===== src/include/kch_pkg.sv =====
// Purpose: shared constants and types for the keypad companion clock and halt block
// Assumes: 25 MHz system clock, classic Wishbone register port with 32-bit data
// Notes:   all counts derive from the printed times and rates below

package kch_pkg;

	// ----------------------------------------------------------------
	// clock rates and dividers
	// ----------------------------------------------------------------
	localparam int unsigned SYS_CLK_HZ = 25000000;
	localparam int unsigned EXEC_CLK_HZ = 2000000;
	// half period of the execution clock, rounded down to whole cycles
	localparam int unsigned EXEC_HALF_CYC = SYS_CLK_HZ / (2 * EXEC_CLK_HZ);
	localparam logic [3:0] EXEC_HALF_CNT = 4'(EXEC_HALF_CYC - 1);
	localparam int unsigned PWM_PRESCALE = 64;
	localparam logic [4:0] PRE_HALF_CNT = 5'(PWM_PRESCALE / 2 - 1);

	// ----------------------------------------------------------------
	// inactivity timing
	// ----------------------------------------------------------------
	localparam int unsigned CLK_PERIOD_NS = 40;
	localparam int unsigned HALT_UNIT_NS = 1000000;
	localparam int unsigned HALT_UNIT_CYC = HALT_UNIT_NS / CLK_PERIOD_NS;

	// ----------------------------------------------------------------
	// register offsets (byte addresses)
	// ----------------------------------------------------------------
	localparam logic [7:0] ADR_CLOCK_CFG = 8'h00;
	localparam logic [7:0] ADR_HALT_TIME = 8'h04;
	localparam logic [7:0] ADR_CONTROL = 8'h08;
	localparam logic [7:0] ADR_STATUS = 8'h0C;

	// ----------------------------------------------------------------
	// field positions and reset values
	// ----------------------------------------------------------------
	localparam int unsigned CFG_BUF_EN_BIT = 6;
	localparam int unsigned CFG_EXT_SEL_BIT = 3;
	localparam int unsigned CFG_SRC_LSB = 0;
	localparam logic [1:0] SRC_PRESCALED = 2'h0;
	localparam logic [1:0] SRC_SLOW = 2'h3;
	localparam logic [7:0] CFG_RST = 8'h00;
	localparam logic [15:0] HALT_TIME_RST = 16'h01F4;
	localparam int unsigned CTRL_ENC_EN_BIT = 0;
	localparam int unsigned CTRL_SRST_BIT = 1;
	localparam int unsigned STAT_HALTED_BIT = 0;
	localparam int unsigned STAT_WRITTEN_BIT = 1;
	localparam int unsigned STAT_REWRITTEN_BIT = 2;
	localparam int unsigned STAT_SLOW_ACT_BIT = 3;

	// ----------------------------------------------------------------
	// timebase switch states
	// ----------------------------------------------------------------
	typedef enum logic [0:0] {
		SW_RUN = 1'b0,
		SW_PARK = 1'b1
	} kch_sw_e;

endpackage : kch_pkg


===== src/logic/kch_clock_halt.sv =====
// Purpose: clock generation, halt control and PWM timebase selection
// Assumes: clk_i is the system clock; pin inputs are synchronous to it
// Notes:   registers sit on a classic Wishbone slave; unmapped reads return zero
//
// Added by the designer: the Wishbone register port and the register offsets.

module kch_clock_halt
	import kch_pkg::*;
#(
	parameter int unsigned HALT_UNIT_CYCLES = HALT_UNIT_CYC
) (
	// clock and reset
	input wire logic clk_i,
	input wire logic rst_i,
	// wishbone slave
	input wire logic cyc_i,
	input wire logic stb_i,
	input wire logic we_i,
	input wire logic [7:0] adr_i,
	input wire logic [3:0] sel_i,
	input wire logic [31:0] dat_i,
	output logic [31:0] dat_o,
	output logic ack_o,
	// wake sources
	input wire logic key_event_i,
	input wire logic bus_start_i,
	input wire logic encoder_change_i,
	// slow clock and crystal pins
	input wire logic ext_slow_clock_in_i,
	input wire logic crystal_in_pin_i,
	output logic crystal_out_pin_o,
	// shared output pin
	output logic buffered_timebase_out_o,
	output logic buffered_timebase_oe_n_o,
	output logic scan8_gpio3_release_o,
	// clocks and halt status to the rest of the device
	output logic execution_clock_o,
	output logic pwm_timebase_o,
	output logic halted_o
);

	import kch_pkg::*;

	// ----------------------------------------------------------------
	// state
	// ----------------------------------------------------------------
	typedef struct packed {
		logic ack;
		logic [31:0] dat;
		logic cfg_buf_en;
		logic cfg_ext_sel;
		logic [1:0] cfg_src;
		logic [15:0] halt_time;
		logic enc_en;
		logic written;
		logic rewritten;
		logic halted;
		logic [23:0] unit_cnt;
		logic [15:0] idle_units;
		logic [3:0] exec_div;
		logic exec_clk;
		logic [4:0] pre_cnt;
		logic pre_clk;
		logic crystal_out;
		logic tb_out;
		logic tb_oe_n;
		logic pin_release;
		logic pwm_tb;
	} kch_st_s;

	kch_st_s s;
	kch_st_s next_s;

	logic sw_clk;
	logic sw_slow;
	logic slow_lvl;
	logic cmd_reset;

	// ----------------------------------------------------------------
	// helpers
	// ----------------------------------------------------------------
	// applies the byte enables of a write to a stored word
	function automatic logic [31:0] wb_merge(
		input logic [31:0] old_w,
		input logic [31:0] new_w,
		input logic [3:0] be
	);
		logic [31:0] r;
		r = old_w;
		for (int i = 0; i < 4; i++) begin
			if (be[i]) begin
				r[i*8 +: 8] = new_w[i*8 +: 8];
			end
		end
		return r;
	endfunction : wb_merge

	// values after pin reset, power-on reset or the reset command
	function automatic kch_st_s st_reset();
		kch_st_s r;
		r = '0;
		r.cfg_buf_en = CFG_RST[CFG_BUF_EN_BIT];
		r.cfg_ext_sel = CFG_RST[CFG_EXT_SEL_BIT];
		r.cfg_src = CFG_RST[CFG_SRC_LSB +: 2];
		r.halt_time = HALT_TIME_RST;
		r.crystal_out = 1'b1;
		r.tb_oe_n = 1'b1;
		return r;
	endfunction : st_reset

	// ----------------------------------------------------------------
	// timebase source selection
	// ----------------------------------------------------------------
	// slow clock and crystal pins share one timebase input; the select bit says which drives it
	assign slow_lvl = s.cfg_ext_sel ? ext_slow_clock_in_i : crystal_in_pin_i;

	// the reset command must also pull the switch back, else a stuck slow pin keeps it there
	assign cmd_reset = cyc_i && stb_i && !s.ack && we_i && adr_i == ADR_CONTROL && sel_i[0] &&
		dat_i[CTRL_SRST_BIT];

	kch_tb_switch u_switch (
		.clk_i(clk_i),
		.rst_i(rst_i || cmd_reset),
		.sel_slow_i(s.cfg_src == SRC_SLOW),
		.fast_i(s.pre_clk),
		.slow_i(slow_lvl),
		.clk_o(sw_clk),
		.slow_active_o(sw_slow)
	);

	// ----------------------------------------------------------------
	// next state
	// ----------------------------------------------------------------
	always_comb begin
		logic access;
		logic wr;
		logic activity;
		logic exec_run;
		logic exec_rise;
		logic [31:0] wv;
		logic [31:0] rd;
		logic srst;
		access = cyc_i && stb_i && !s.ack;
		wr = access && we_i;
		wv = '0;
		rd = '0;
		srst = 1'b0;
		exec_rise = 1'b0;
		activity = 1'b0;
		exec_run = 1'b0;
		next_s = s;

		// bus handshake: one wait state, ack drops after one cycle
		next_s.ack = access;
		next_s.dat = '0;

		// register writes
		if (wr) begin
			case (adr_i)
				ADR_CLOCK_CFG: begin
					wv = wb_merge({24'h0, s.cfg_buf_en ? 8'h40 : 8'h00}, dat_i, sel_i);
					if (sel_i[0]) begin
						next_s.cfg_buf_en = wv[CFG_BUF_EN_BIT];
						next_s.cfg_ext_sel = wv[CFG_EXT_SEL_BIT];
						// reserved codes leave the source unchanged
						if (wv[CFG_SRC_LSB +: 2] == SRC_PRESCALED ||
							wv[CFG_SRC_LSB +: 2] == SRC_SLOW) begin
							next_s.cfg_src = wv[CFG_SRC_LSB +: 2];
						end
						next_s.written = 1'b1;
						// a repeated setup is still applied but flagged
						if (s.written) begin
							next_s.rewritten = 1'b1;
						end
					end
				end
				ADR_HALT_TIME: begin
					wv = wb_merge({16'h0, s.halt_time}, dat_i, sel_i);
					next_s.halt_time = wv[15:0];
				end
				ADR_CONTROL: begin
					wv = wb_merge({31'h0, s.enc_en}, dat_i, sel_i);
					next_s.enc_en = wv[CTRL_ENC_EN_BIT];
					srst = wv[CTRL_SRST_BIT];
				end
				default: begin
					wv = '0;
				end
			endcase
		end

		// register reads
		if (access && !we_i) begin
			case (adr_i)
				ADR_CLOCK_CFG: begin
					rd[CFG_BUF_EN_BIT] = s.cfg_buf_en;
					rd[CFG_EXT_SEL_BIT] = s.cfg_ext_sel;
					rd[CFG_SRC_LSB +: 2] = s.cfg_src;
				end
				ADR_HALT_TIME: begin
					rd[15:0] = s.halt_time;
				end
				ADR_CONTROL: begin
					rd[CTRL_ENC_EN_BIT] = s.enc_en;
				end
				ADR_STATUS: begin
					rd[STAT_HALTED_BIT] = s.halted;
					rd[STAT_WRITTEN_BIT] = s.written;
					rd[STAT_REWRITTEN_BIT] = s.rewritten;
					rd[STAT_SLOW_ACT_BIT] = sw_slow;
				end
				default: begin
					rd = '0;
				end
			endcase
			next_s.dat = rd;
		end

		// ------------------------------------------------------------
		// inactivity timer and halt
		// ------------------------------------------------------------
		// bus accesses count as activity so software is never cut off
		activity = key_event_i || bus_start_i || (encoder_change_i && s.enc_en) ||
			access;
		if (activity) begin
			// a wake in the same cycle as the timeout wins
			next_s.halted = 1'b0;
			next_s.unit_cnt = '0;
			next_s.idle_units = '0;
		end else if (s.halt_time != 16'h0000 && !s.halted) begin
			if (s.unit_cnt == 24'(HALT_UNIT_CYCLES - 1)) begin
				next_s.unit_cnt = '0;
				next_s.idle_units = s.idle_units + 16'h0001;
				// halt is only ever entered from the device's own timer
				if (s.idle_units + 16'h0001 >= s.halt_time) begin
					next_s.halted = 1'b1;
				end
			end else begin
				next_s.unit_cnt = s.unit_cnt + 24'h000001;
			end
		end

		// ------------------------------------------------------------
		// execution clock
		// ------------------------------------------------------------
		// in halt a high phase is finished first, then the clock rests low
		exec_run = !s.halted || s.exec_clk;
		if (exec_run) begin
			if (s.exec_div == EXEC_HALF_CNT) begin
				next_s.exec_div = '0;
				next_s.exec_clk = !s.exec_clk;
				exec_rise = !s.exec_clk;
			end else begin
				next_s.exec_div = s.exec_div + 4'h1;
			end
		end

		// ------------------------------------------------------------
		// prescaled PWM clock
		// ------------------------------------------------------------
		if (exec_rise) begin
			if (s.pre_cnt == PRE_HALF_CNT) begin
				next_s.pre_cnt = '0;
				next_s.pre_clk = !s.pre_clk;
			end else begin
				next_s.pre_cnt = s.pre_cnt + 5'h01;
			end
		end

		// ------------------------------------------------------------
		// pins
		// ------------------------------------------------------------
		// inverting amplifier of the oscillator; weak high when no crystal
		next_s.crystal_out = s.cfg_ext_sel ? 1'b1 : !crystal_in_pin_i;
		next_s.pwm_tb = sw_clk;
		next_s.tb_out = s.cfg_buf_en ? sw_clk : 1'b0;
		next_s.tb_oe_n = !s.cfg_buf_en;
		next_s.pin_release = s.cfg_buf_en;

		// reset command: everything back to defaults, the write still acked
		if (srst) begin
			next_s = st_reset();
			next_s.ack = 1'b1;
		end
	end

	// ----------------------------------------------------------------
	// registers
	// ----------------------------------------------------------------
	always_ff @(posedge clk_i) begin
		if (rst_i) begin
			s <= st_reset();
		end else begin
			s <= next_s;
		end
	end

	// ----------------------------------------------------------------
	// outputs, all straight from flip-flops
	// ----------------------------------------------------------------
	assign ack_o = s.ack;
	assign dat_o = s.dat;
	assign crystal_out_pin_o = s.crystal_out;
	assign buffered_timebase_out_o = s.tb_out;
	assign buffered_timebase_oe_n_o = s.tb_oe_n;
	assign scan8_gpio3_release_o = s.pin_release;
	assign execution_clock_o = s.exec_clk;
	assign pwm_timebase_o = s.pwm_tb;
	assign halted_o = s.halted;

endmodule : kch_clock_halt


===== src/logic/kch_tb_switch.sv =====
// Purpose: glitch-free change-over between the prescaled and the slow timebase
// Assumes: both sources are levels sampled on clk_i
// Notes:   output is parked low between the two sources

module kch_tb_switch
	import kch_pkg::*;
(
	// clock and reset
	input wire logic clk_i,
	input wire logic rst_i,
	// sources and selection
	input wire logic sel_slow_i,
	input wire logic fast_i,
	input wire logic slow_i,
	// switched timebase
	output logic clk_o,
	output logic slow_active_o
);

	typedef struct packed {
		kch_sw_e state;
		logic cur;
		logic out;
	} kch_sw_s;

	kch_sw_s s;
	kch_sw_s next_s;

	// ----------------------------------------------------------------
	// change-over control
	// ----------------------------------------------------------------
	always_comb begin
		logic cur_lvl;
		logic new_lvl;
		cur_lvl = s.cur ? slow_i : fast_i;
		new_lvl = sel_slow_i ? slow_i : fast_i;
		next_s = s;
		case (s.state)
			SW_RUN: begin
				next_s.out = cur_lvl;
				// leave the old source only in its low phase
				if (sel_slow_i != s.cur && !cur_lvl) begin
					next_s.state = SW_PARK;
					next_s.out = 1'b0;
				end
			end
			SW_PARK: begin
				next_s.out = 1'b0;
				// join the new source in its low phase so its next high is whole
				if (!new_lvl) begin
					next_s.cur = sel_slow_i;
					next_s.state = SW_RUN;
				end
			end
			default: begin
				next_s.state = SW_RUN;
				next_s.cur = 1'b0;
				next_s.out = 1'b0;
			end
		endcase
	end

	always_ff @(posedge clk_i) begin
		if (rst_i) begin
			s.state <= SW_RUN;
			s.cur <= 1'b0;
			s.out <= 1'b0;
		end else begin
			s <= next_s;
		end
	end

	assign clk_o = s.out;
	assign slow_active_o = s.cur;

endmodule : kch_tb_switch


===== config.mk =====
export PLATFORM = sky130hd
export DESIGN_NAME = kch_clock_halt
export DESIGN_NICKNAME = d
export VERILOG_FILES = /design/src/include/kch_pkg.sv /design/src/logic/kch_clock_halt.sv /design/src/logic/kch_tb_switch.sv
export SDC_FILE = /design/constraint.sdc
export NUM_CORES = 1
export LEC_CHECK = 0
export BUFFER_PORTS_ARGS = -buffer_cell sky130_fd_sc_hd__buf_2
export CAP_MARGIN = 10
export CORE_UTILIZATION = 56
export CTS_CLUSTER_DIAMETER = 100
export DETAILED_ROUTE_END_ITERATION = 16
export PLACE_DENSITY_LB_ADDON = 0.12
export SLEW_MARGIN = 40
export SYNTH_ARGS = -nofsm -noshare
export SYNTH_HDL_FRONTEND = slang
export SYNTH_SLANG_ARGS = --single-unit

===== constraint.sdc =====
create_clock -name clk_i -period 4.1 [get_ports clk_i]
set_clock_uncertainty 0.15 [all_clocks]
set_input_delay 0.615 -clock clk_i [delete_from_list [all_inputs] [get_ports clk_i]]
set_output_delay 0.615 -clock clk_i [all_outputs]
set_load 0.1 [all_outputs]

==> flow_summary.yaml <==
status:
  status: "finished clean"
placed_design:
  placed_cells: 713
  io_buffers: 59
  globalplace.congestion: 0.815
  place.detailed.hpwl_um: 7600
  place_area_um2: 5220
critical_path:
  critPathLaunchType: "register"
  cp.arrival_ns: 3.36
  cp_slowest_stage_delay_ns: 0.44
  r2r-start: "s[16]"
  path_cells: "ha_1, nand3_1, nor4_4, nand3_1, nor2_1, xor2_1, ha_1, a21oi_1, nand2_1, a2111oi_0, a21oi_1"
  worstSetupPathType: "register to register"
  cp_max_fo: 5
  slowest_stage: "dfxtp_1"
  end_kind: "register"
  r2r_end: "halted_o"
  ff2ff_path_depth: 11
  worstPathRequired_ns: 4.20
  r2r_slack_ns: 0.84
power:
  leakagePower_nw: 2.19
  p_sw_share_pct: 27.8
  p_clk_share_pct: 38.6
  p_comb_share_pct: 7.2
  power.density_nw_per_um2: 331
  p_switching_w: 0.000501
  ir_worst_vdd_v: 0.000205
  p_seq_share_pct: 54.2
  p_int_w: 0.00130
  total_power_w: 0.00181
logic_synthesis:
  synth_area_um2: 5010
  synth_ff_type: "dfxtp_1"
  syn_area_per_cell_um2: 8.66
  ys_async_sr_fraction_pct: 0
  ys_warn_count: 0
  syn_inst: 578
  synth_edf_count: 0
  yosysSeqAreaShare_pct: 40.0
  ys_ff_latch: 100
  ys_types: 58
cells_and_area:
  final_nets: 690
  n_antenna_cell: 0
  fin_cells: 729
  final_cell_area_um2: 5450
  layout-area-overhead-vs-synth_pct: 8.80
  drive_gt1_share_pct: 16.6
clock_tree:
  cts.sinks: 100
  cts_buffers: 9
  htreeDepth: 3
  ctsHoldBuffers: 0
  ctsResizeCount: 0
  cts.clk_slew.worst_paths_ns: 0.12
  cts_setup_buffers: 0
  cts_tree: "yes"
  clock_latency_ns: 0.37
  cts_root_buffer: "clkbuf_8"
  cts_buffer_depth: 2
global_route:
  grt.total_usage_pct: 23.3
  antenna_found_initial: 0
  grt_pass1_vias: 3633
  grt_pass1_wl_um: 16700
  grt_max_degree: 32
  grt_overflow_total: 0
die:
  die_x_um: 96.6
  rows: 34
  die_h_um: 96.6
  start_util_pct: 57.7
  die-area_um2: 9320
  io_pins: 94
  core_um2: 8680
route:
  wire_per_inst_um: 14.2
  detail_route.iter0.violations: 116
  route.detailed.drc: 0
  vias_per_cell: 5.58
  wl_um: 10400
  ant_nets: 0
  first_pass_iters: 6
  vias: 4070
timing:
  rsz0062_at_grt: "false"
  setup_viol: 0
  finalCriticalPeriod_ns: 3.26
  tightest_slew_ns: 0.750
  relSlewSlack_pct: 49.9
  finalCritPeriodShare_pct: 79.4
  drv_slew: 0
  max_freq_mhz: 307
  finalSetupTns_ns: 0
  finalHoldViolCount: 0
worst_hold_path:
  min_to: "buffered_timebase_oe_n_o"
  hold_path_class: "register to register"
  hold_path_depth: 1
flow_run:
  maxCapViolCount: 0
## state kept, by name, indices dropped and copies added (netlist names), named ones only
| name | count |
|---|---|
| scan8_gpio3_release_o | 1 |
| u_switch.s | 1 |
| ack_o | 1 |
| execution_clock_o | 1 |
| halted_o | 1 |
| crystal_out_pin_o | 1 |
| s | 72 |
| buffered_timebase_out_o | 1 |
| pwm_timebase_o | 1 |
| u_switch.slow_active_o | 1 |
| dat_o | 16 |
| u_switch.clk_o | 1 |
| buffered_timebase_oe_n_o | 1 |
## power groups by stage
stage / Clock [W] / Sequential (W) / Combinational [W]
2_1_floorplan: 0 / 0.00101 / 0.000105
4_1_cts: 0.000717 / 0.000978 / 0.000129
3_3_place_gp: 0 / 0.00100 / 0.000127
3_5_place_dp: 0 / 0.00100 / 0.000129
6_report: 0.000698 / 0.000978 / 0.000130
5_1_grt: 0.000752 / 0.000979 / 0.000137
## stage by stage
stage	utilization (%)	hold WS [ns]	worst slack (ns)
final	62.8	0.299	0.844
after floorplan	-	0.237	1.21
after CTS	62.7	0.300	0.826
after detailed placement	60.1	0.272	0.837
after global placement	59.9	0.271	0.964
after global routing	62.8	0.316	0.462
## worst max-delay path: cells and delay by family (launching register included)
| kind | cells | cell delay, ns |
|---|---|---|
| and+or+nand+nor | 5 | 1.15 |
| AOI/OAI and AO/OA | 3 | 0.69 |
| adders and majority gates | 2 | 0.53 |
| DFF | 1 | 0.44 |
| xor gates and xnor gates | 1 | 0.19 |
## per-layer routing
metal  track usage, %  vias to the layer above  part of all wire [%]
met5                0                        -                     0
met3             3.05                       13                   3.0
li1                 -                     2073                     -
met2             39.9                       71                    48
met4             7.97                        0                   1.3
met1             29.9                     1913                    47
## final cells by class
| type | count | area, µm² |
|---|---|---|
| clock buffer | 9 | 124 |
| clock inverter | 7 | 100 |
| fill | 765 | 3230 |
| inverter | 19 | 71.3 |
| multi-input combinational | 423 | 2690 |
| sequential | 100 | 2000 |
| tap | 108 | 135 |
| timing repair buffer | 63 | 325 |
## synth_stat cells (3+ instances only)
cell       number  area share, %
nand3_1        20            2.0
nor3_1          9           0.90
nor2_1         62            4.6
ha_1           20            5.0
a2111oi_0       4           0.70
nand2_1        51            3.8
buf_4          32            4.8
o211ai_1       10            1.5
mux2_2          3           0.67
or4_1           6           0.90
and4_1          3           0.52
buf_2           8           0.80
nand2b_1        6           0.75
and3_1          8            1.0
or3_1           7           0.87
dfxtp_1       100             40
and2_1         19            2.4
nor2b_1         5           0.62
mux2i_1        11            2.2
nor4_1         15            1.9
nand4_1        18            2.2
xor2_1         20            3.5
xnor2_1        16            2.8
a21oi_1        31            3.1
a31o_2          6            1.0
o21ai_0        20            2.0
clkbuf_1       10           0.75
inv_1          19            1.4
## cells in the final DEF (no fill, tap or decap), drive strengths merged, types with 4 or more instances in the layout
master,instances
buf,63
inv,23
or4,7
or3,7
xor2,20
dfxtp,100
nor2b,5
o21ai,20
xnor2,16
o211ai,10
and3,8
nand2b,6
clkbuf,9
nand3,20
and2,19
mux2i,11
a31o,6
conb,16
nor4,17
nor2,62
nor3,10
nand4,18
a21oi,31
ha,20
a2111oi,4
nand2,51
## worst max path at each step
stage               depth (start not counted)   from       end
floorplan                                  11  s[16]  halted_o
global placement                           11  s[16]  halted_o
detailed placement                         11  s[16]  halted_o
CTS                                        11  s[16]  halted_o
global route                               11  s[16]  halted_o
finish                                     11  s[16]  halted_o
## kinds of logic after synthesis
family,Yosys count,synth area share (%)
fa+ha+maj,20,5.00
xor+xnor,36,6.30
mux,15,3.32
buf+inv,70,8.00
flops,100,40.0
other cells,1,0.0749
compound gates,91,11.6
simple gates,245,25.8
No activity file was read; power rests on OpenSTA's default activity.
